## src/common/acr_pkg.sv

```systemverilog
// Purpose: Constants for the channel routing and setup configuration register bank
// Assumes: APB slave, 32-bit data, word-aligned registers
package acr_pkg;
	// ----------------------------------------
	// Register map (printed offsets are indexes)
	// ----------------------------------------
	localparam logic [7:0]  CHAN_BASE_IDX  = 8'h10;
	localparam logic [7:0]  SETUP_BASE_IDX = 8'h20;
	localparam logic [7:0]  SETUP_LAST_IDX = 8'h27;
	localparam logic [7:0]  STATUS_IDX     = 8'h30;
	localparam int          NUM_CHAN       = 16;
	localparam int          NUM_SETUP      = 8;
	// ----------------------------------------
	// Reset values and masks
	// ----------------------------------------
	localparam logic [15:0] CHAN_RESET     = 16'h8001;
	localparam logic [15:0] CHAN_WMASK     = 16'hf3ff;
	localparam logic [15:0] SETUP_RESET    = 16'h1000;
	localparam logic [15:0] SETUP_WMASK    = 16'h1f30;
	// ----------------------------------------
	// Field positions
	// ----------------------------------------
	localparam int          CH_ON_BIT      = 15;
	localparam int          PICK_LSB       = 12;
	localparam int          CODING_BIT     = 12;
	localparam int          POS_BUF_BIT    = 11;
	localparam int          NEG_BUF_BIT    = 10;
	localparam int          INBUF_LSB      = 8;
	localparam int          REFSEL_LSB     = 4;
	// ----------------------------------------
	// Input selector codes
	// ----------------------------------------
	localparam logic [9:0]  SEL_TEMP       = 10'h232;
	localparam logic [9:0]  SEL_REF        = 10'h2b6;
	localparam logic [4:0]  SEL_COMMON     = 5'h10;
	// ----------------------------------------
	// Routing kinds and enumerations
	// ----------------------------------------
	typedef enum logic [2:0] {
		ROUTE_NONE = 3'b000,
		ROUTE_DIFF = 3'b001,
		ROUTE_SE   = 3'b010,
		ROUTE_TEMP = 3'b011,
		ROUTE_REF  = 3'b100
	} acr_route_t;
	typedef enum logic [1:0] {
		REF_EXT    = 2'b00,
		REF_RSVD   = 2'b01,
		REF_INT    = 2'b10,
		REF_SUPPLY = 2'b11
	} acr_ref_t;
endpackage

```

## src/design/acr_route_decode.sv

```systemverilog
// Purpose: Decode an input-pair selector code into routed inputs
// Assumes: Codes as in the selector table; anything else is unrouted
// Notes: Purely combinational
`timescale 1ns/1ps
`default_nettype none
module acr_route_decode (
	// Selector
	input  wire logic [9:0]  sel,
	// Decoded route
	output logic [2:0]       kind,
	output logic [3:0]       pos_in,
	output logic [3:0]       neg_in
);
	wire logic [3:0] p       = sel[8:5];
	wire logic [3:0] n       = sel[3:0];
	wire logic       is_se   = (sel[9] == 1'b0) && (sel[4:0] == acr_pkg::SEL_COMMON);
	// Differential legal only for neighbours within one pair
	wire logic       is_diff = (sel[9] == 1'b0) && (sel[4] == 1'b0)
		&& (p[3:1] == n[3:1]) && (p[0] != n[0]);
	always_comb begin
		kind   = acr_pkg::ROUTE_NONE;
		pos_in = 4'h0;
		neg_in = 4'h0;
		if (sel == acr_pkg::SEL_TEMP) begin
			kind = acr_pkg::ROUTE_TEMP;
		end else if (sel == acr_pkg::SEL_REF) begin
			kind = acr_pkg::ROUTE_REF;
		end else if (is_se) begin
			kind   = acr_pkg::ROUTE_SE;
			pos_in = p;
		end else if (is_diff) begin
			kind   = acr_pkg::ROUTE_DIFF;
			pos_in = p;
			neg_in = n;
		end
	end
endmodule
`default_nettype wire

```

## src/design/acr_regs.sv

```systemverilog
// Purpose: Channel routing and setup configuration register bank on APB
// Assumes: Single clock, zero wait-state APB slave
// Notes: Presents the active channel's routing and setup to the converter
`timescale 1ns/1ps
`default_nettype none
module acr_regs (
	// Clock and reset
	input  wire logic        CORE_CLK,
	input  wire logic        RST_N,
	// APB slave
	input  wire logic        PSEL,
	input  wire logic        PENABLE,
	input  wire logic        PWRITE,
	input  wire logic [11:0] PADDR,
	input  wire logic [31:0] PWDATA,
	output logic [31:0]      PRDATA,
	output logic             PREADY,
	output logic             PSLVERR,
	// Converter side
	input  wire logic        CONV_DONE,
	output logic [3:0]       ACTIVE_CHAN,
	output logic             ANY_ON,
	output logic [2:0]       ROUTE_KIND,
	output logic [3:0]       ROUTE_POS,
	output logic [3:0]       ROUTE_NEG,
	output logic             OUTPUT_CODING_SEL,
	output logic             POS_REF_BUFFER_EN,
	output logic             NEG_REF_BUFFER_EN,
	output logic             ANALOG_INPUT_BUFFER_EN,
	output logic [1:0]       REFERENCE_SOURCE_SEL
);
	// ----------------------------------------
	// Storage
	// ----------------------------------------
	logic [15:0] chan_reg [acr_pkg::NUM_CHAN];
	logic [15:0] setup_reg [acr_pkg::NUM_SETUP];
	logic [3:0]  cur;

	// ----------------------------------------
	// Address decode
	// ----------------------------------------
	wire logic [7:0] idx     = PADDR[9:2];
	wire logic       aligned = (PADDR[1:0] == 2'b00) && (PADDR[11:10] == 2'b00);
	wire logic       hit_ch  = aligned && (idx[7:4] == acr_pkg::CHAN_BASE_IDX[7:4]);
	wire logic       hit_su  = aligned && (idx[7:3] == acr_pkg::SETUP_BASE_IDX[7:3]);
	wire logic       hit_st  = aligned && (idx == acr_pkg::STATUS_IDX);
	wire logic       mapped  = hit_ch || hit_su || hit_st;
	wire logic       setup_ph = PSEL && !PENABLE;
	wire logic       wr_ch   = setup_ph && PWRITE && hit_ch;
	wire logic       wr_su   = setup_ph && PWRITE && hit_su;

	// ----------------------------------------
	// Sequencer: next enabled channel after cur
	// ----------------------------------------
	function automatic logic [3:0] next_on(input logic [3:0] from, input logic [15:0] on);
		logic [3:0] r;
		logic [4:0] k;
		logic [3:0] c;
		r = from;
		for (int i = 16; i >= 1; i--) begin
			k = 5'(from) + 5'(i);
			c = k[3:0];
			if (on[c]) begin
				r = c;
			end
		end
		return r;
	endfunction

	logic [15:0] on_vec;
	genvar g;
	generate
		for (g = 0; g < acr_pkg::NUM_CHAN; g++) begin : g_on
			assign on_vec[g] = chan_reg[g][acr_pkg::CH_ON_BIT];
		end
	endgenerate

	wire logic [3:0] next_cur = next_on(cur, on_vec);
	wire logic       cur_off  = !on_vec[cur];

	// ----------------------------------------
	// Active channel's setup and route
	// ----------------------------------------
	wire logic [15:0] act_ch   = chan_reg[cur];
	wire logic [2:0]  pick     = act_ch[acr_pkg::PICK_LSB +: 3];
	wire logic [15:0] act_su   = setup_reg[pick];
	logic [2:0] dec_kind;
	logic [3:0] dec_pos;
	logic [3:0] dec_neg;

	acr_route_decode i_acr_route_decode (
		.sel    (act_ch[9:0]),
		.kind   (dec_kind),
		.pos_in (dec_pos),
		.neg_in (dec_neg)
	);

	// ----------------------------------------
	// Read mux
	// ----------------------------------------
	wire logic [15:0] status_word = {11'h000, (on_vec != 16'h0000), cur};
	wire logic [15:0] rd_word =
		hit_ch ? chan_reg[idx[3:0]] :
		hit_su ? setup_reg[idx[2:0]] :
		hit_st ? status_word : 16'h0000;

	// ----------------------------------------
	// Register writes
	// ----------------------------------------
	generate
		for (g = 0; g < acr_pkg::NUM_CHAN; g++) begin : g_ch
			always_ff @(posedge CORE_CLK or negedge RST_N) begin
				if (!RST_N) begin
					chan_reg[g] <= acr_pkg::CHAN_RESET;
				end else if (wr_ch && idx[3:0] == 4'(g)) begin
					chan_reg[g] <= PWDATA[15:0] & acr_pkg::CHAN_WMASK;
				end
			end
		end
		for (g = 0; g < acr_pkg::NUM_SETUP; g++) begin : g_su
			always_ff @(posedge CORE_CLK or negedge RST_N) begin
				if (!RST_N) begin
					setup_reg[g] <= acr_pkg::SETUP_RESET;
				end else if (wr_su && idx[2:0] == 3'(g)) begin
					// Reserved bits never stored, so they read zero
					setup_reg[g] <= PWDATA[15:0] & acr_pkg::SETUP_WMASK;
				end
			end
		end
	endgenerate

	// ----------------------------------------
	// Sequencer state
	// ----------------------------------------
	always_ff @(posedge CORE_CLK or negedge RST_N) begin
		if (!RST_N) begin
			cur <= 4'h0;
		end else if (CONV_DONE || cur_off) begin
			cur <= next_cur;
		end
	end

	// ----------------------------------------
	// Bus answer, one access cycle
	// ----------------------------------------
	always_ff @(posedge CORE_CLK or negedge RST_N) begin
		if (!RST_N) begin
			PRDATA  <= 32'h0000_0000;
			PREADY  <= 1'b0;
			PSLVERR <= 1'b0;
		end else begin
			PREADY  <= setup_ph;
			PSLVERR <= setup_ph && !mapped;
			if (setup_ph && !PWRITE) begin
				PRDATA <= {16'h0000, rd_word};
			end
		end
	end

	// ----------------------------------------
	// Converter-facing outputs, registered
	// ----------------------------------------
	always_ff @(posedge CORE_CLK or negedge RST_N) begin
		if (!RST_N) begin
			ACTIVE_CHAN            <= 4'h0;
			ANY_ON                 <= 1'b0;
			ROUTE_KIND             <= 3'b000;
			ROUTE_POS              <= 4'h0;
			ROUTE_NEG              <= 4'h0;
			OUTPUT_CODING_SEL      <= 1'b0;
			POS_REF_BUFFER_EN      <= 1'b0;
			NEG_REF_BUFFER_EN      <= 1'b0;
			ANALOG_INPUT_BUFFER_EN <= 1'b0;
			REFERENCE_SOURCE_SEL   <= 2'b00;
		end else begin
			ACTIVE_CHAN            <= cur;
			ANY_ON                 <= (on_vec != 16'h0000);
			ROUTE_KIND             <= dec_kind;
			ROUTE_POS              <= dec_pos;
			ROUTE_NEG              <= dec_neg;
			OUTPUT_CODING_SEL      <= act_su[acr_pkg::CODING_BIT];
			POS_REF_BUFFER_EN      <= act_su[acr_pkg::POS_BUF_BIT];
			NEG_REF_BUFFER_EN      <= act_su[acr_pkg::NEG_BUF_BIT];
			// Reserved mixed codes treated as off: safer than half-enabled
			ANALOG_INPUT_BUFFER_EN <= (act_su[acr_pkg::INBUF_LSB +: 2] == 2'b11);
			REFERENCE_SOURCE_SEL   <= act_su[acr_pkg::REFSEL_LSB +: 2];
		end
	end
endmodule
`default_nettype wire

```

## config.mk

```make
export PLATFORM = sky130hd
export DESIGN_NAME = acr_regs
export DESIGN_NICKNAME = d
export VERILOG_FILES = /design/src/common/acr_pkg.sv /design/src/design/acr_route_decode.sv /design/src/design/acr_regs.sv
export SDC_FILE = /design/constraint.sdc
export NUM_CORES = 1
export LEC_CHECK = 0
export BUFFER_PORTS_ARGS = -buffer_cell sky130_fd_sc_hd__buf_4
export CORE_MARGIN = 2
export CORE_UTILIZATION = 55
export DETAILED_ROUTE_END_ITERATION = 6
export PLACE_DENSITY = 0.73
export SYNTH_ARGS = -nofsm -noshare
export SYNTH_HDL_FRONTEND = slang
export SYNTH_SLANG_ARGS = --single-unit
```

## constraint.sdc

```tcl
create_clock -name CORE_CLK -period 8.05 [get_ports CORE_CLK]
set_input_delay 1.61 -clock CORE_CLK [delete_from_list [all_inputs] [get_ports CORE_CLK]]
set_output_delay 1.61 -clock CORE_CLK [all_outputs]
set_load 0.02 [all_outputs]
```

==> results.toml <==
[synthesis]
synth_xor_area_share_pct = 0.895
syn_area_per_cell_um2 = 14.7
synth-seq-cells = 324
ys_warn_count = 0
netlist-cell-type-count = 64
async_flop_share_pct = 100
ys_seq_area_share_pct = 43.9
syn_inst = 1266
synth_fa_ha_area_share_pct = 0.471
synthMuxAreaShare_pct = 43.7
synthSimpleGateAreaFrac_pct = 4.63
synth-main-ff-cell = "dfrtp_1"
synth_edf_count = 0
synth_compound_area_share_pct = 2.95
synth_top_family_by_area = "multiplexers"
syn-cell-area_um2 = 18600

[clock_network]
clockBufferDepth = 3
cts_buffers = 37
post_cts_buffers = 0
cts-resized-gates = 0
h-tree-depth = 2
cts_root_buffer = "clkbuf_16"
insertion_delay_ns = 0.52
cts_hold_buf = 0
tritoncts = "done"
clock_sinks = 324
clk_pin_slew_ns = 0.06

[finish]
diodes = 0
layout_common_cells = "mux2_2, dfrtp_1, mux4_2, buf_4, nand2_1"
nets = 1356
area_delta_synth_final_pct = 10.8
layout-drive-gt1-share_pct = 52.8
largest_reg_flops = 224
layout_commonest_cell = "mux2_2"
num-fill-cells = 2458

[place]
dp_hpwl_um = 28800
place.gp.congestion = 0.860
io_buffers = 73
dp_slack_ns = 3.11

[timing]
worst_pin_slew_ns = 1.24
tns_ns = 0
fmax_mhz = 213
hold_viol_final = 0
rsz0062_at_grt = "false"
fin_crit_ns = 4.70
finalMaxSlewViolations = 0
setup_viol = 0
clock-skew-final_ns = 0.0276
fin_crit_sh_pct = 58.3
relSlewSlack_pct = 17.1
holdWs_ns = 0.471
setup_slack_ns = 3.35

[route]
vias = 11600
detail_route.iter0.violations = 949
drtAntennaViolNets = 0
via_per_inst = 6.56
wirelength_um = 46300
drtPass1Iterations = 5
drc = 0
wl_per_cell_um = 26.1

[floorplan]
core-area_um2 = 33400
start_util_pct = 55.6
rows = 67
ios = 106
fp.dieArea_um2 = 35300
die_height_um = 188
die_w_um = 188

[global_route]
antenna_found_initial = 0
grt_first_pass_wirelength_um = 72400
grt_pass1_vias = 12200
grt_max_degree = 180
grt_busiest_layer = "met2"
met1_usage_pct = 37.5
use_met2_pct = 42.7
grt_usage_pct = 27.0
gr-usage-met3_pct = 4.04
overflow = 0

[setup_path]
arrival_ns = 5.14
cp_slowest_stage_delay_ns = 0.87
crit_chain = "inv_1 > ha_1 > mux4_1 > mux2_2 > mux2i_1 > nand2b_1 > a2111oi_0 > a211oi_1 > o221ai_1 > o31a_1"
critical_path_class = "reg -> reg"
r2r_cells = 10
cp_max_fo = 41
cp_slowest_cell = "ha_1"
worst_setup_path_end_kind = "flip-flop"
required_ns = 8.49
startpoint_type = "flip-flop"

[power]
power_density_nw_per_um2 = 211
cellLeakagePower_nw = 9.31
worst_ir_drop_vdd_v = 0.000178

[run_status]
outcome = "finished, final reports clean"

[run]
cap_violations = 0

[min_path]
hold_depth = 2
hp-class = "reg -> reg"
[synth_stat cells (3+ instances only)]
| cell type | instances | area [um2] |
|---|---|---|
| o21ai_0 | 18 | 90.1 |
| xnor2_1 | 11 | 96.3 |
| buf_2 | 18 | 90.1 |
| inv_1 | 10 | 37.5 |
| nor2b_1 | 5 | 31.3 |
| and3_1 | 3 | 18.8 |
| a221oi_1 | 8 | 70.1 |
| mux4_2 | 179 | 4030 |
| a21oi_1 | 18 | 90.1 |
| nor3_1 | 6 | 30.0 |
| mux2_2 | 308 | 3470 |
| a22oi_1 | 4 | 30.0 |
| and2_1 | 10 | 62.6 |
| a31oi_1 | 3 | 18.8 |
| a2111oi_0 | 3 | 26.3 |
| nand3_1 | 19 | 95.1 |
| clkbuf_1 | 52 | 195 |
| xor2_1 | 8 | 70.1 |
| ha_1 | 7 | 87.6 |
| nand4_1 | 4 | 25.0 |
| mux4_1 | 13 | 342 |
| o211ai_1 | 5 | 37.5 |
| buf_4 | 23 | 173 |
| nor2_1 | 39 | 146 |
| nand2b_1 | 8 | 50.1 |
| dfrtp_1 | 284 | 7110 |
| nor4_1 | 8 | 50.1 |
| nand2_1 | 65 | 244 |
| a21o_1 | 3 | 22.5 |
| mux2i_1 | 24 | 240 |
| buf_1 | 17 | 63.8 |
| buf_6 | 3 | 33.8 |
| dfstp_2 | 40 | 1050 |
[worst max-delay path, delay by kind of cell (launching register included)]
kind	cells	cell delay, ns
buffers and inverters	1	0.33
AOI/OAI and AO/OA	4	0.91
muxes	3	1.40
and+or+nand+nor	1	0.24
adders and majority gates	1	0.87
DFF	1	0.83
[cell type report]
cell class | count | area (um2) | share of cell area (%)
clock buffer | 58 | 1120 | 5.41
clock inverter | 8 | 111 | 0.540
inverter | 13 | 48.8 | 0.237
multi-input combinational | 829 | 9890 | 48.0
sequential | 324 | 8170 | 39.6
tap | 448 | 561 | 2.72
timing repair buffer | 94 | 726 | 3.52
[metrics by stage]
stage          utilization, %  std cells  cell area (um2)  power (W)
2_1_floorplan               -       1281            18700    0.00248
3_3_place_gp             58.0       1708            19400    0.00268
3_5_place_dp             58.0       1708            19400    0.00268
4_1_cts                  61.6       1774            20600    0.00437
5_1_grt                  61.6       1774            20600    0.00452
6_report                 61.6       1774            20600    0.00434
[cells by family after synthesis]
logic type      after synthesis
other cells                   1
flops                       324
buf+inv                     128
xor+xnor                     19
compound gates               82
mux                         526
fa+ha+maj                     7
simple gates                179
[path summary, 6_finish.rpt]
kind,start,end,slack (ns)
max,cur[1],cur[2],3.35
min reg2reg,PRDATA[6],PRDATA[6],0.47
max in group asynchronous,RST_N,cur[0],5.46
max reg2reg,cur[1],cur[2],3.35
min,PRDATA[6],PRDATA[6],0.47
min in group asynchronous,RST_N,chan_reg[211],1.08
[power breakdown]
part           total [W]  internal [W]  switching [W]
clock            0.00169       0.00102       0.000671
sequential       0.00173       0.00166      0.0000759
combinational   0.000918      0.000378       0.000540
total            0.00434       0.00305        0.00129
[metal layers]
metal / vias to the layer above / part of all wire [%]
li1: 4954 / -
met1: 6214 / 42
met2: 357 / 48
met3: 119 / 5.0
met4: 0 / 4.8
met5: - / 0
Note: power is estimated with default switching activity, not from simulation.
